File: config.mk
export PLATFORM = sky130hd
export DESIGN_NAME = lpw_ctrl
export DESIGN_NICKNAME = d
export VERILOG_FILES = /design/src/lpw_edge_det.v /design/src/lpw_ahb_slave.v /design/src/lpw_ctrl.v
export VERILOG_INCLUDE_DIRS = /design/src
export SDC_FILE = /design/constraint.sdc
export NUM_CORES = 1
export LEC_CHECK = 0
export BUFFER_PORTS_ARGS = -buffer_cell sky130_fd_sc_hd__clkbuf_2
export CORE_MARGIN = 2
export CORE_UTILIZATION = 49
export CTS_CLUSTER_SIZE = 30
export DETAILED_ROUTE_END_ITERATION = 8
export GPL_ROUTABILITY_DRIVEN = 0
export PLACE_DENSITY = 0.8
export SLEW_MARGIN = 20
export SYNTH_ARGS = -nofsm -noshare
export SYNTH_HDL_FRONTEND = slang
export SYNTH_SLANG_ARGS = --single-unit
File: constraint.sdc
create_clock -name clk_sys -period 2.7 [get_ports clk_sys]
set_clock_uncertainty 0.05 [all_clocks]
set_input_delay 0.27 -clock clk_sys [delete_from_list [all_inputs] [get_ports clk_sys]]
set_output_delay 0.27 -clock clk_sys [all_outputs]
set_load 0.01 [all_outputs]
File: src/lpw_regs.vh
/*
  register offsets, field positions, reset values and timing counts of the
  low-power mode and wake-up controller.
  assumes a 125 MHz system clock and word-aligned ahb-lite registers.
*/
`ifndef LPW_REGS_VH
`define LPW_REGS_VH

// ----------------------------------------------------------------------------
// register byte addresses
// ----------------------------------------------------------------------------
`define LPW_ADDR_PMCFG      12'h000
`define LPW_ADDR_SUPPLY     12'h004
`define LPW_ADDR_STATUS     12'h008

// ----------------------------------------------------------------------------
// power mode config fields
// ----------------------------------------------------------------------------
`define LPW_BIT_SLEEP       7
`define LPW_BIT_SUSPEND     6
`define LPW_BIT_CLEAR       5
`define LPW_BIT_RSTWAKE     4
`define LPW_NUM_SRC         4

// ----------------------------------------------------------------------------
// supply config fields
// ----------------------------------------------------------------------------
`define LPW_BIT_FLOAT       1
`define LPW_BIT_TWOCELL     0
`define LPW_SUPPLY_RST      2'h0

// ----------------------------------------------------------------------------
// timing
// ----------------------------------------------------------------------------
`define LPW_FLAG_HIDE_CYC   2'h2
`define LPW_OSC_START_NS    100
`define LPW_CLK_NS          8
`define LPW_OSC_START_CYC   ((`LPW_OSC_START_NS + `LPW_CLK_NS - 1) / `LPW_CLK_NS)

`endif

File: src/lpw_edge_det.v
/*
  edge detector for the wake-up event inputs.
  assumes the inputs are synchronous to clk_sys.
*/
`timescale 1ns/1ns
module lpw_edge_det (
  // clock and reset
  input  wire       clk_sys,
  input  wire       rst_sync_n,
  // events
  input  wire [4:0] lvl_in,
  output wire [4:0] rise_out,
  output wire [4:0] fall_out
);
  reg [4:0] prev_q;

  always @(posedge clk_sys or negedge rst_sync_n) begin
    if (!rst_sync_n) begin
      // reset pin idles high: no false edge right after reset
      prev_q <= 5'h10;
    end else begin
      prev_q <= lvl_in;
    end
  end

  assign rise_out = lvl_in & ~prev_q;
  assign fall_out = ~lvl_in & prev_q;
endmodule // lpw_edge_det

File: src/lpw_ahb_slave.v
/*
  ahb-lite slave front end: captures the address phase and yields one
  write strobe or read select in the data phase.
  assumes single word transfers; always zero wait states, okay response.
*/
`timescale 1ns/1ns
module lpw_ahb_slave (
  // clock and reset
  input  wire        clk_sys,
  input  wire        rst_sync_n,
  // ahb-lite
  input  wire        hsel,
  input  wire [11:0] haddr,
  input  wire [1:0]  htrans,
  input  wire        hwrite,
  input  wire        hready,
  // decoded data phase
  output reg         wr_q,
  output reg         rd_q,
  output reg  [11:0] addr_q
);
  wire take;

  assign take = hsel & hready & htrans[1];

  always @(posedge clk_sys or negedge rst_sync_n) begin
    if (!rst_sync_n) begin
      wr_q   <= 1'b0;
      rd_q   <= 1'b0;
      addr_q <= 12'h000;
    end else begin
      wr_q <= take & hwrite;
      rd_q <= take & ~hwrite;
      if (take) begin
        addr_q <= haddr;
      end
    end
  end
endmodule // lpw_ahb_slave

File: src/lpw_ctrl.v
/*
  low-power mode and wake-up controller: suspend and sleep entry, wake-up
  matrix, sticky wake flags, clock gate, oscillator and supply controls.
  assumes event inputs are synchronous to clk_sys, which is the free
  running low-power clock that keeps this unit alive in both modes.
*/
// Functional notes
// - suspend gates the system clock and stops oscillators until wake-up.
// - for two clocks after suspend wake, flags read back zero.
// - wake sources: osc fail, alarm, port match, comparator rising edge.
// - a short reset pin glitch ends suspend.
// - sleep turns core regulator off, ram moves to battery supply.
// - sleep in one-cell disables converter; two-cell keeps comparators only.
// - digital output pins hold their last state during sleep.
// - one-cell sleep ties analog rail to battery unless float bit set.
// - state preserved through sleep; execution resumes at next instruction.
// - comparator wake from sleep only counts in two-cell mode.
// - any reset pin falling edge ends sleep.
// - reset pin is always a wake source, no enable.
// - flags update on every event, enabled or not, except comparator edges in one-cell sleep.
// - entry refused while any enabled flag is set.
// - writing bit 7 of config register enters sleep.
// - writing bit 5 clears all wake flags.
`timescale 1ns/1ns
`include "lpw_regs.vh"
module lpw_ctrl (
  // clock and reset
  input  wire        clk_sys,
  input  wire        rst_n,
  // ahb-lite
  input  wire        hsel,
  input  wire [11:0] haddr,
  input  wire [1:0]  htrans,
  input  wire        hwrite,
  input  wire [2:0]  hsize,
  input  wire        hready,
  input  wire [31:0] hwdata,
  output reg  [31:0] hrdata,
  output reg         hreadyout,
  output reg         hresp,
  // wake events
  input  wire        rtc_osc_fail,
  input  wire        rtc_alarm,
  input  wire        port_match,
  input  wire        cmp_out,
  input  wire        rst_pin_n,
  // pin hold input
  input  wire [7:0]  port_out_in,
  // power controls
  output reg         sys_clk_en,
  output reg         osc_en,
  output reg         core_reg_en,
  output reg         ram_on_battery,
  output reg         dcdc_en,
  output reg         analog_rail_to_bat,
  output reg         analog_rail_float,
  output reg         cmp_keep_on,
  output reg         pin_hold,
  output reg  [7:0]  port_out,
  output reg         cpu_resume,
  output reg         low_power_active
);
  // --------------------------------------------------------------------------
  // reset synchroniser and states
  // --------------------------------------------------------------------------
  localparam [3:0] ST_RUN   = 4'b0001;
  localparam [3:0] ST_SUSP  = 4'b0010;
  localparam [3:0] ST_SLEEP = 4'b0100;
  localparam [3:0] ST_WAKE  = 4'b1000;
  localparam integer OSC_CYC_N = `LPW_OSC_START_CYC;
  localparam [7:0] OSC_CYC  = OSC_CYC_N[7:0];

  reg        rst_m_q;
  reg        rst_s_q;
  wire       rst_sync_n;

  always @(posedge clk_sys or negedge rst_n) begin
    if (!rst_n) begin
      rst_m_q <= 1'b0;
      rst_s_q <= 1'b0;
    end else begin
      rst_m_q <= 1'b1;
      rst_s_q <= rst_m_q;
    end
  end
  assign rst_sync_n = rst_s_q;

  // --------------------------------------------------------------------------
  // bus front end and event edges
  // --------------------------------------------------------------------------
  wire        wr;
  wire        rd_take;
  wire [11:0] addr;
  wire [4:0]  rise;
  wire [4:0]  fall;

  // read data leaves on the address-phase edge so it stands in the data phase
  assign rd_take = hsel & hready & htrans[1] & ~hwrite;

  lpw_ahb_slave u_bus (
    .clk_sys    (clk_sys),
    .rst_sync_n (rst_sync_n),
    .hsel       (hsel),
    .haddr      (haddr),
    .htrans     (htrans),
    .hwrite     (hwrite),
    .hready     (hready),
    .wr_q       (wr),
    .rd_q       (),
    .addr_q     (addr)
  );

  lpw_edge_det u_edge (
    .clk_sys    (clk_sys),
    .rst_sync_n (rst_sync_n),
    .lvl_in     ({rst_pin_n, rtc_osc_fail, rtc_alarm, port_match, cmp_out}),
    .rise_out   (rise),
    .fall_out   (fall)
  );

  // --------------------------------------------------------------------------
  // registers
  // --------------------------------------------------------------------------
  reg [3:0] state_q;
  reg [3:0] state_d;
  reg [3:0] en_q;
  reg [4:0] flag_q;
  reg [4:0] flag_d;
  reg [1:0] supply_q;
  reg [1:0] hide_q;
  reg [7:0] osc_cnt_q;
  reg [4:0] ev;
  reg       wr_cfg;
  reg       enter_sleep;
  reg       enter_susp;
  reg       wake_hit;
  reg [3:0] en_d;

  wire [`LPW_NUM_SRC-1:0] wdat_en;
  wire       two_cell;

  assign wdat_en  = hwdata[`LPW_NUM_SRC-1:0];
  assign two_cell = supply_q[`LPW_BIT_TWOCELL];

  // --------------------------------------------------------------------------
  // wake events and flags
  // --------------------------------------------------------------------------
  always @* begin
    ev[3] = rise[3];
    ev[2] = rise[2];
    ev[1] = rise[1];
    ev[0] = rise[0] & (two_cell | ~state_q[2]);
    ev[4] = fall[4];
    wr_cfg      = wr & (addr == `LPW_ADDR_PMCFG);
    enter_sleep = wr_cfg & hwdata[`LPW_BIT_SLEEP];
    enter_susp  = wr_cfg & hwdata[`LPW_BIT_SUSPEND] & ~hwdata[`LPW_BIT_SLEEP];
    flag_d = flag_q;
    if (wr_cfg && hwdata[`LPW_BIT_CLEAR]) begin
      flag_d = 5'h00;
    end
    flag_d = flag_d | ev;
    wake_hit = ev[4] | (|(ev[3:0] & en_q));
  end

  // --------------------------------------------------------------------------
  // mode state machine
  // --------------------------------------------------------------------------
  always @* begin
    state_d = state_q;
    en_d    = en_q;
    case (state_q)
      ST_RUN: begin
        // refuse entry while an enabled flag is set
        if ((enter_sleep || enter_susp) && !(|(flag_d[3:0] & wdat_en))
            && !flag_d[4]) begin
          // enables taken from the entry write only
          en_d = wdat_en;
          state_d = enter_sleep ? ST_SLEEP : ST_SUSP;
        end
      end
      ST_SUSP: begin
        if (wake_hit) begin
          state_d = ST_WAKE;
          en_d    = 4'h0;
        end
      end
      ST_SLEEP: begin
        if (wake_hit) begin
          state_d = ST_WAKE;
          en_d    = 4'h0;
        end
      end
      ST_WAKE: begin
        // oscillators settle before the clock is ungated
        if (osc_cnt_q == OSC_CYC) begin
          state_d = ST_RUN;
        end
      end
      default: begin
        state_d = ST_RUN;
      end
    endcase
  end

  always @(posedge clk_sys or negedge rst_sync_n) begin
    if (!rst_sync_n) begin
      state_q   <= ST_RUN;
      en_q      <= 4'h0;
      flag_q    <= 5'h00;
      supply_q  <= `LPW_SUPPLY_RST;
      hide_q    <= 2'h0;
      osc_cnt_q <= 8'h00;
    end else begin
      state_q <= state_d;
      en_q    <= en_d;
      flag_q  <= flag_d;
      if (wr && addr == `LPW_ADDR_SUPPLY) begin
        supply_q <= hwdata[1:0];
      end
      if (state_q == ST_WAKE) begin
        osc_cnt_q <= osc_cnt_q + 8'h01;
      end else begin
        osc_cnt_q <= 8'h00;
      end
      // hide flags two clocks after suspend wake
      if (state_q == ST_WAKE && state_d == ST_RUN) begin
        hide_q <= `LPW_FLAG_HIDE_CYC;
      end else if (hide_q != 2'h0) begin
        hide_q <= hide_q - 2'h1;
      end
    end
  end

  // --------------------------------------------------------------------------
  // power outputs and bus answer
  // --------------------------------------------------------------------------
  always @(posedge clk_sys or negedge rst_sync_n) begin
    if (!rst_sync_n) begin
      sys_clk_en         <= 1'b1;
      osc_en             <= 1'b1;
      core_reg_en        <= 1'b1;
      ram_on_battery     <= 1'b0;
      dcdc_en            <= 1'b1;
      analog_rail_to_bat <= 1'b0;
      analog_rail_float  <= 1'b0;
      cmp_keep_on        <= 1'b1;
      pin_hold           <= 1'b0;
      port_out           <= 8'h00;
      cpu_resume         <= 1'b0;
      low_power_active   <= 1'b0;
      hrdata             <= 32'h00000000;
      hreadyout          <= 1'b1;
      hresp              <= 1'b0;
    end else begin
      // clock gated in both low-power states
      sys_clk_en       <= (state_d == ST_RUN);
      // oscillators restart as soon as wake begins
      osc_en           <= (state_d == ST_RUN) || (state_d == ST_WAKE);
      // regulator off, ram on battery in sleep
      core_reg_en      <= (state_d != ST_SLEEP);
      ram_on_battery   <= (state_d == ST_SLEEP);
      // converter only in one-cell, off during sleep
      dcdc_en          <= ~two_cell & (state_d != ST_SLEEP);
      cmp_keep_on      <= two_cell | (state_d != ST_SLEEP);
      // rail to battery unless float selected
      analog_rail_to_bat <= (state_d == ST_SLEEP) & ~two_cell
                            & ~supply_q[`LPW_BIT_FLOAT];
      analog_rail_float  <= (state_d == ST_SLEEP) & ~two_cell
                            & supply_q[`LPW_BIT_FLOAT];
      pin_hold         <= (state_d == ST_SLEEP);
      if (state_d != ST_SLEEP) begin
        port_out <= port_out_in;
      end
      cpu_resume       <= (state_q == ST_WAKE) && (state_d == ST_RUN);
      low_power_active <= (state_d != ST_RUN);
      hreadyout        <= 1'b1;
      hresp            <= 1'b0;
      hrdata           <= 32'h00000000;
      if (rd_take && haddr == `LPW_ADDR_PMCFG) begin
        hrdata <= (hide_q != 2'h0) ? 32'h00000000 : {27'h0, flag_q};
      end else if (rd_take && haddr == `LPW_ADDR_SUPPLY) begin
        hrdata <= {30'h0, supply_q};
      end else if (rd_take && haddr == `LPW_ADDR_STATUS) begin
        hrdata <= {24'h0, en_q, state_q};
      end
    end
  end
endmodule // lpw_ctrl

==> out/results.txt, run 1 <==
Outcome = finished clean
Synth Instances = 248
FILL cells = 510
Seq/Total Area, Yosys = 56.99%
Iteration-0 DRC count of the detailed router = 97
CP Data Required Time = 2.88 ns
Vias in the first global route = 2,128
Worst EP arrival = 2.62 ns
WL per Instance = 14.23 um
#FFs+latches synth = 71
R2r endpoint = port_out[0]
Die Height = 83.96 um
H-Tree Depth = 3
Clock share of power = 43.3%
Worst reg2reg path depth = 6
Max Slew Vio Count = 0
Initial core utilization = 49.91%
Ys Warns = 0
CTS Buf Count = 9
# IOs = 120
Post-DR vias/cell = 5.099
DRC Markers = 0
Top FF cell, synth = dfrtp_1
Gr usage total = 18.32%
Global-route wire length before repair = 9991 um
Synth unique cells = 49
R2R setup slack = 0.29 ns
Number of diodes = 0
Post-Route Utilization = 60.18%
CTS sink cnt = 71
Int Power = 1.816 mW
Post-synth EDFFs = 0
Reg-to-Reg Start = u_bus.addr_q[8]
LEAKAGE = 1.836 nW
Post-CTS sizing = 0
Routed WL = 5893 um
VDD IR max = 0.3707 mV
Site Rows = 29
CP endpoint kind = register
IO buf count = 64
Worst-case clock buffer depth = 2
Final setup fails = 0
Achievable Freq = 409.8 MHz
Area added between synthesis and finish = 20.57%
Crit share post-route = 90.38%
Worst setup path category = input port to register
Endpoints failing hold = 0
Die area = 7049 um2
Drt pass-1 iters = 4
Switching power = 497.9 uW
Worst skew pair latency = 0.34 ns
Post-DP HPWL = 4262 um
Max-slew headroom = 55.75%
Netlist Area Pre-Place = 3133 um2
Most common cell after layout, fill and taps aside = clkbuf_2
Sw frac = 21.51%
Share of cells above drive strength 1 = 37.69%
Asr flop ratio synth = 100.0%
Hold WC Path Type = register to asynchronous set/reset pin
Most frequent cells in the layout = clkbuf_2, dfrtp_1, conb_1
Setup bufs post-CTS = 0
Syn avg cell area = 12.63 um2
Root Driver = clkbuf_8
Total core area = 6277 um2
Sequential share of power = 49.8%
Detail Route Antenna Nets = 0
Die Wd = 83.96 um
Combinational share of power = 6.9%
Nets = 402
Setup tns final = 0 ns
Startpoint types = input port
Grt total ovfl = 0
PD cells = 612.6 nW/um2
Hold WS = 0.08315 ns
Unrepaired setup endpoints after global routing = false
CTS tree = yes
Tmin final = 2.440 ns
Vias = 2,111
Worst-margin pin slew = 0.6578 ns
Crit Path Max Fanout = 14
Clock transition at path regs = 0.07 ns
Max capacitance violation total = 0
Largest net degree at the start of global routing = 32
Initial antenna violation count = 0
metrics by stage:
step	std cells	power [mW]	area [um2]	setup slack, ns
floorplan	273	1.284	3227	0.4901
global placement	392	1.317	3475	0.3455
detailed placement	392	1.326	3475	0.2920
CTS	414	2.332	3777	0.2405
global route	414	2.393	3777	0.1362
finish	414	2.314	3777	0.2597
kinds of logic (layout without fill, tap and decap cells):
group | after synthesis | count (layout) | share of synthesized area, %
buffers and inverters | 40 | 104 | 8.666
multiplexers | 22 | 22 | 8.387
adder cells (fa/ha/maj) | 3 | 3 | 1.198
AND/OR/NAND/NOR | 71 | 71 | 13.50
AO/OA/AOI/OAI | 31 | 31 | 8.786
flip-flops | 71 | 71 | 56.99
XOR/XNOR | 8 | 8 | 2.237
other | 2 | 27 | 0.2397
power by group through the flow:
stage	Sequential (mW)	Clock (mW)	Combinational, mW
detailed placement	1.17	0	0.156
global placement	1.17	0	0.152
global route	1.16	1.05	0.179
finish	1.15	1.00	0.161
floorplan	1.18	0	0.107
CTS	1.15	1.02	0.163
metal layers:
metal / vias to the layer above / part of all wire (%) / global-route usage (%)
met5: - / 0 / 0
met4: 0 / 2.5 / 9.677
met3: 13 / 5.9 / 4.253
met2: 77 / 47 / 28.44
met1: 1032 / 45 / 23.95
li1: 989 / - / -
critical path: stages:
cell and delay, ns:
dlygate4sd3_1 0.53, clkbuf_2 0.11, nor2b_1 0.16, a221o_1 0.35, a211oi_1 0.25, and4b_1 0.28, a31o_4 0.30, mux2_2 0.37
how the worst max path moves through the flow:
stage | start | cells after the start | end | slack [ns]
after global routing | rtc_osc_fail | 8 | port_out[0] | 0.14
after floorplan | state_q[0] | 5 | port_out[4] | 0.49
after detailed placement | u_bus.addr_q[8] | 6 | port_out[0] | 0.29
after CTS | rtc_osc_fail | 8 | port_out[0] | 0.24
after global placement | u_bus.addr_q[8] | 6 | port_out[1] | 0.35
final | rtc_osc_fail | 8 | port_out[0] | 0.26
cells in the mapped netlist, types with 4 or more instances:
master,n,share of area [%]
mux2_4,4,1.9
a22o_1,8,2.2
mux2_2,18,6.5
nand2_1,13,1.6
nand3_1,4,0.64
nor2_1,15,1.8
a21o_1,4,0.96
nor2b_1,5,1.0
xor2_1,6,1.7
inv_1,9,1.1
dfrtp_1,64,51
buf_4,28,6.7
and2_1,5,1.0
dfstp_2,7,5.9
state kept, by name, summed over array words and instances (netlist names):
signal / cells
core_reg_en: 1
low_power_active: 1
osc_cnt_q: 8
hide_q: 2
cmp_keep_on: 1
u_edge.prev_q: 5
osc_en: 1
u_bus.addr_q: 12
hrdata: 8
sys_clk_en: 1
dcdc_en: 1
supply_q: 2
port_out: 8
analog_rail_float: 1
rst_m_q: 1
u_bus.wr_q: 1
state_q: 4
cpu_resume: 1
flag_q: 5
analog_rail_to_bat: 1
pin_hold: 1
en_q: 4
rst_s_q: 1
repair_timing:
| action | in CTS | in global routing |
|---|---|---|
| hold buffers | 6 | 0 |
| endpoints found under the hold margin | 7 | 0 |
| endpoints found under the setup margin | 0 | 0 |
final cells by class:
type,count,area (um2),share of cell area (%)
clock inverters,2,60.06,1.590
well taps,77,96.34,2.551
repair buffers,79,447.9,11.86
inverters,9,33.78,0.8943
clock buffers,14,182.7,4.836
multi-input cells,162,1170,30.97
flip-flops and latches,71,1787,47.30
Power figures use the tool's default switching activity.
==> run 2: changes to the inputs <==
Settings changed: PLACE_DENSITY 0.8 to unset, PLACE_DENSITY_LB_ADDON set to 0.25.
==> out/results.txt, run 2 (synthesis results as in run 1) <==
Die area = 7049 um2
Clock transition at path regs = 0.07 ns
Initial antenna violation count = 0
Final Instance Count excl. Fillers = 409
Worst-margin pin slew = 0.8450 ns
Startpoint types = register
Achievable Freq = 402.1 MHz
Final setup fails = 0
LEAKAGE = 1.798 nW
Most common cell after layout, fill and taps aside = clkbuf_2
Iteration-0 DRC count of the detailed router = 64
Vias = 2,027
Setup ws final = 0.2128 ns
Setup tns final = 0 ns
Worst EP arrival = 2.67 ns
Multi-input gate area = 1170 um2
Crit Path Max Fanout = 14
Area taken by flip-flops and latches = 1787 um2
Post-DP HPWL = 4232 um
CTS sink cnt = 71
Share of cells above drive strength 1 = 37.65%
Vias in the first global route = 2,023
Initial core utilization = 49.91%
Area added between synthesis and finish = 17.97%
Grt total ovfl = 0
Number of diodes = 0
Worst skew pair latency = 0.34 ns
Placed Instances = 390
Endpoints failing hold = 0
Setup WS pre-CTS = 0.2108 ns
CP endpoint kind = register
Post-DR vias/cell = 4.956
Worst-case clock buffer depth = 2
Most frequent cells in the layout = clkbuf_2, dfrtp_1, conb_1
Worst setup path category = register to register
Top reg by flops = u_bus.addr_q
WL per Instance = 13.86 um
Setup bufs post-CTS = 0
Nets = 398
DRC Markers = 0
Hold WC Path Type = input port to register
CTS tree = yes
Die Wd = 83.96 um
Final Power = 2.142 mW
Max-slew headroom = 43.66%
Root Driver = clkbuf_8
Site Rows = 29
FILL cells = 543
CTS Buf Count = 9
H-Tree Depth = 3
Outcome = finished clean
IO buf count = 64
Max capacitance violation total = 0
Tmin final = 2.487 ns
Reg-to-Reg Start = u_bus.addr_q[8]
Gr usage total = 17.88%
Max Slew Vio Count = 0
VDD IR max = 0.3495 mV
Largest register FFs = 12
Die Height = 83.96 um
Critical path launch point = u_bus.addr_q[8]
Worst Hold Launch = rtc_alarm
Drt pass-1 iters = 4
Crit share post-route = 92.12%
Largest net degree at the start of global routing = 41
Detail Route Antenna Nets = 0
Global-route wire length before repair = 9632 um
# IOs = 120
Total core area = 6277 um2
Unrepaired setup endpoints after global routing = false
CP Data Required Time = 2.88 ns
PD cells = 579.7 nW/um2
Routed WL = 5668 um
Post-Route Utilization = 58.88%
run 2: cell types whose count changed in the layout (fill, tap and decap cells not counted), sizes merged:
cell	delta
dlygate4sd3	-2
bufinv	-1
buf	-2
clkinv	+3
clkbuf	-3
run 2: power breakdown:
part / switching (mW) / internal [mW] / total [mW]
clock: 0.370 / 0.467 / 0.837
sequential: 0.0405 / 1.11 / 1.16
combinational: 0.0731 / 0.0774 / 0.151
run 2: worst max-delay path: stages (launching register included):
cell and delay, ns:
dfrtp_1 0.39, nor4b_2 0.37, and4b_1 0.38, a31o_1 0.21
and4b_1 0.30, a31o_4 0.31, mux2_2 0.36
run 2: timing repair:
item,CTS,global route
hold buffers,4,0
gates resized for setup,0,0
endpoints found under the hold margin,5,0
setup endpoints to repair,0,0
run 2: area by class of cell:
class                      count  share of cell area, %
clock buffer                  11                  4.096
multi-input combinational    162                  31.65
clock inverter                 4                  1.219
sequential                    71                  48.34
tap                           77                  2.607
timing repair buffer          75                  11.17
inverter                       9                 0.9140
run 2: final timing paths:
check	to	cells after the start	slack, ns
max in group asynchronous	cmp_keep_on	1	1.49
min in group asynchronous	rst_m_q	2	0.19
max reg2reg	port_out[2]	6	0.21
min	u_edge.prev_q[2]	1	0.02
min reg2reg	rst_s_q	0	0.30
max	port_out[2]	6	0.21
run 2: routing by layer:
metal | GRT usage [%] | wire (um)
met1 | 23.10 | 2557
met5 | 0 | 0
met2 | 27.85 | 2769
met3 | 5.836 | 265
met4 | 7.478 | 75
run 2: per-stage QoR:
step,instance area [um2],hold WS [ns]
final,3696,0.01960
after global routing,3696,0.0005291
after CTS,3696,0.004029
after detailed placement,3460,0.008092
after global placement,3460,0.006772
after floorplan,3227,-0.07559
==> run 3: changes to the inputs <==
Settings changed: CORE_UTILIZATION 49 to 44, SYNTH_HIERARCHICAL set to 1.
Clock period 2.7 ns to 2.05 ns, I/O delays scaled along.
==> out/results.txt, run 3 <==
Switching power = 659.5 uW
Share of cells above drive strength 1 = 45.17%
Clock share of power = 38.0%
Worst skew pair latency = 0.34 ns
Crit path cell chain = and2b_2 -> buf_4 -> a22o_1 -> a311oi_1 -> buf_4 -> a32oi_4 -> mux2_4
Drt pass-1 iters = 4
CP max stage delay = 0.36 ns
Max-slew headroom = 59.76%
Synth Instances = 242
Post-DR vias/cell = 4.688
Largest register FFs = 12
Startpoint types = register
Failing checks = setup timing
Worst EP arrival = 2.31 ns
Iteration-0 DRC count of the detailed router = 91
Endpoints failing hold = 0
R2R setup slack = -0.08 ns
CTS tree = yes
IO buf count = 64
Sequential share of power = 52.9%
Final Instance Count excl. Fillers = 448
DRC Markers = 0
LEAKAGE = 1.981 nW
Final setup fails = 9
Placed Instances = 418
Sw frac = 23.11%
Global-route wire length before repair = 9480 um
Most frequent cells in the layout = clkbuf_2, dfrtp_1, conb_1
Nets = 417
WL per Instance = 13.42 um
Worst setup path category = register to register
Worst reg2reg path depth = 7
Die Height = 88.27 um
Final Power = 2.854 mW
PD cells = 717.5 nW/um2
Ys Warns = 6
Crit share post-route = 103.7%
Site Rows = 30
Max capacitance violation total = 0
CP Buf/Inv Count = 2
Grt total ovfl = 0
Vias in the first global route = 1,996
Detail Route Antenna Nets = 0
CTS sink cnt = 71
Outcome = finished, violations left
Root Driver = clkbuf_8
Tmin final = 2.126 ns
Max Slew Vio Count = 0
H-Tree Depth = 3
Reg-to-Reg Start = u_edge/prev_q[2]
Area after DPL = 3592 um2
Worst-case clock buffer depth = 2
Int Power = 2.194 mW
Combinational share of power = 9.1%
Hold WC Path Type = input port to register
Area added between synthesis and finish = 27.31%
Largest net degree at the start of global routing = 41
Top reg by flops = u_bus/addr_q
Initial core utilization = 45.73%
Routed WL = 6011 um
Post-DP HPWL = 4318 um
# IOs = 120
Critical path launch point = u_edge/prev_q[2]
Syn avg cell area = 12.91 um2
Clock transition at path regs = 0.07 ns
CP Data Required Time = 2.23 ns
Unrepaired setup endpoints after global routing = true
Critical path's most frequent cell = buf_4
R2r endpoint = port_out[5]
Final instance area = 3978 um2
Vias = 2,100
Worst-margin pin slew = 0.6003 ns
Achievable Freq = 470.3 MHz
CP endpoint kind = register
Gr usage total = 16.44%
Netlist Area Pre-Place = 3124 um2
Initial antenna violation count = 0
Die Wd = 88.27 um
Crit Path Max Fanout = 7
CTS Buf Count = 9
Total core area = 6832 um2
Setup ws final = -0.07636 ns
Number of diodes = 0
Most common cell after layout, fill and taps aside = clkbuf_2
Delay-heaviest family, CP = compound AO/OA/AOI/OAI gates
VDD IR max = 0.4039 mV
Cell depth of the worst setup path = 7
Slowest cell on crit path = mux2_4
Critical path endpoint = port_out[5]
Die area = 7791 um2
run 3: through the flow:
stage	setup slack, ns	utilization, %	hold WS, ns	TNS [ns]
floorplan	-0.1801	-	-0.1406	-0.7368
global placement	-0.1439	52.58	-0.05739	-1.509
detailed placement	-0.1265	52.58	-0.05487	-1.414
CTS	-0.07095	57.23	0.02389	-0.6933
global route	-0.1673	58.22	0.03113	-2.212
finish	-0.07636	58.22	0.04255	-0.4640
run 3: repair_timing:
item	in CTS	in global routing
cloned	1	0
hold endpoints to repair	8	0
hold buffers	7	0
resized for setup	3	10
endpoints found under the setup margin	17	23
pin swaps	3	5
buffers inserted	4	2
run 3: layer usage:
layer	GRT usage (%)	vias to the layer above	share of wire [%]
met5	0	-	0
met4	8.678	0	1.2
met3	4.198	8	5.7
met2	25.56	56	49
met1	21.30	1034	44
li1	-	1002	-
run 3: final cells by class:
cell class                      count  area [um2]
Fill cell                         618        2854
Sequential cell                    71        1787
Multi-Input combinational cell    157        1235
Timing Repair Buffer               99       611.8
Clock buffer                       12       145.1
Tap cell                           96       120.1
Clock inverter                      4       45.04
Inverter                            9       33.78
run 3: power groups by stage:
stage	registers (mW)	clock network (mW)	logic [mW]
5_1_grt	1.52	1.18	0.290
2_1_floorplan	1.54	0	0.162
4_1_cts	1.50	1.12	0.256
6_report	1.51	1.08	0.260
3_3_place_gp	1.53	0	0.239
3_5_place_dp	1.53	0	0.245
run 3: worst register-to-register path: stages, from the launching register on:
cell and delay, ns:
dfrtp_1 0.32, and2b_2 0.21, buf_4 0.13, a22o_1 0.21, a311oi_1 0.31, buf_4 0.23, a32oi_4 0.19, mux2_4 0.36
run 3: worst min-delay path by stage:
stage | from | end | slack, ns | cells after the start
final | port_out_in[3] | port_out[3] | 0.04 | 2
after global routing | port_out_in[5] | port_out[5] | 0.03 | 2
after CTS | port_out_in[3] | port_out[3] | 0.02 | 2
after detailed placement | rst_n | rst_m_q | -0.05 | 1
after global placement | rst_n | rst_m_q | -0.06 | 1
after floorplan | rst_n | rst_m_q | -0.14 | 0
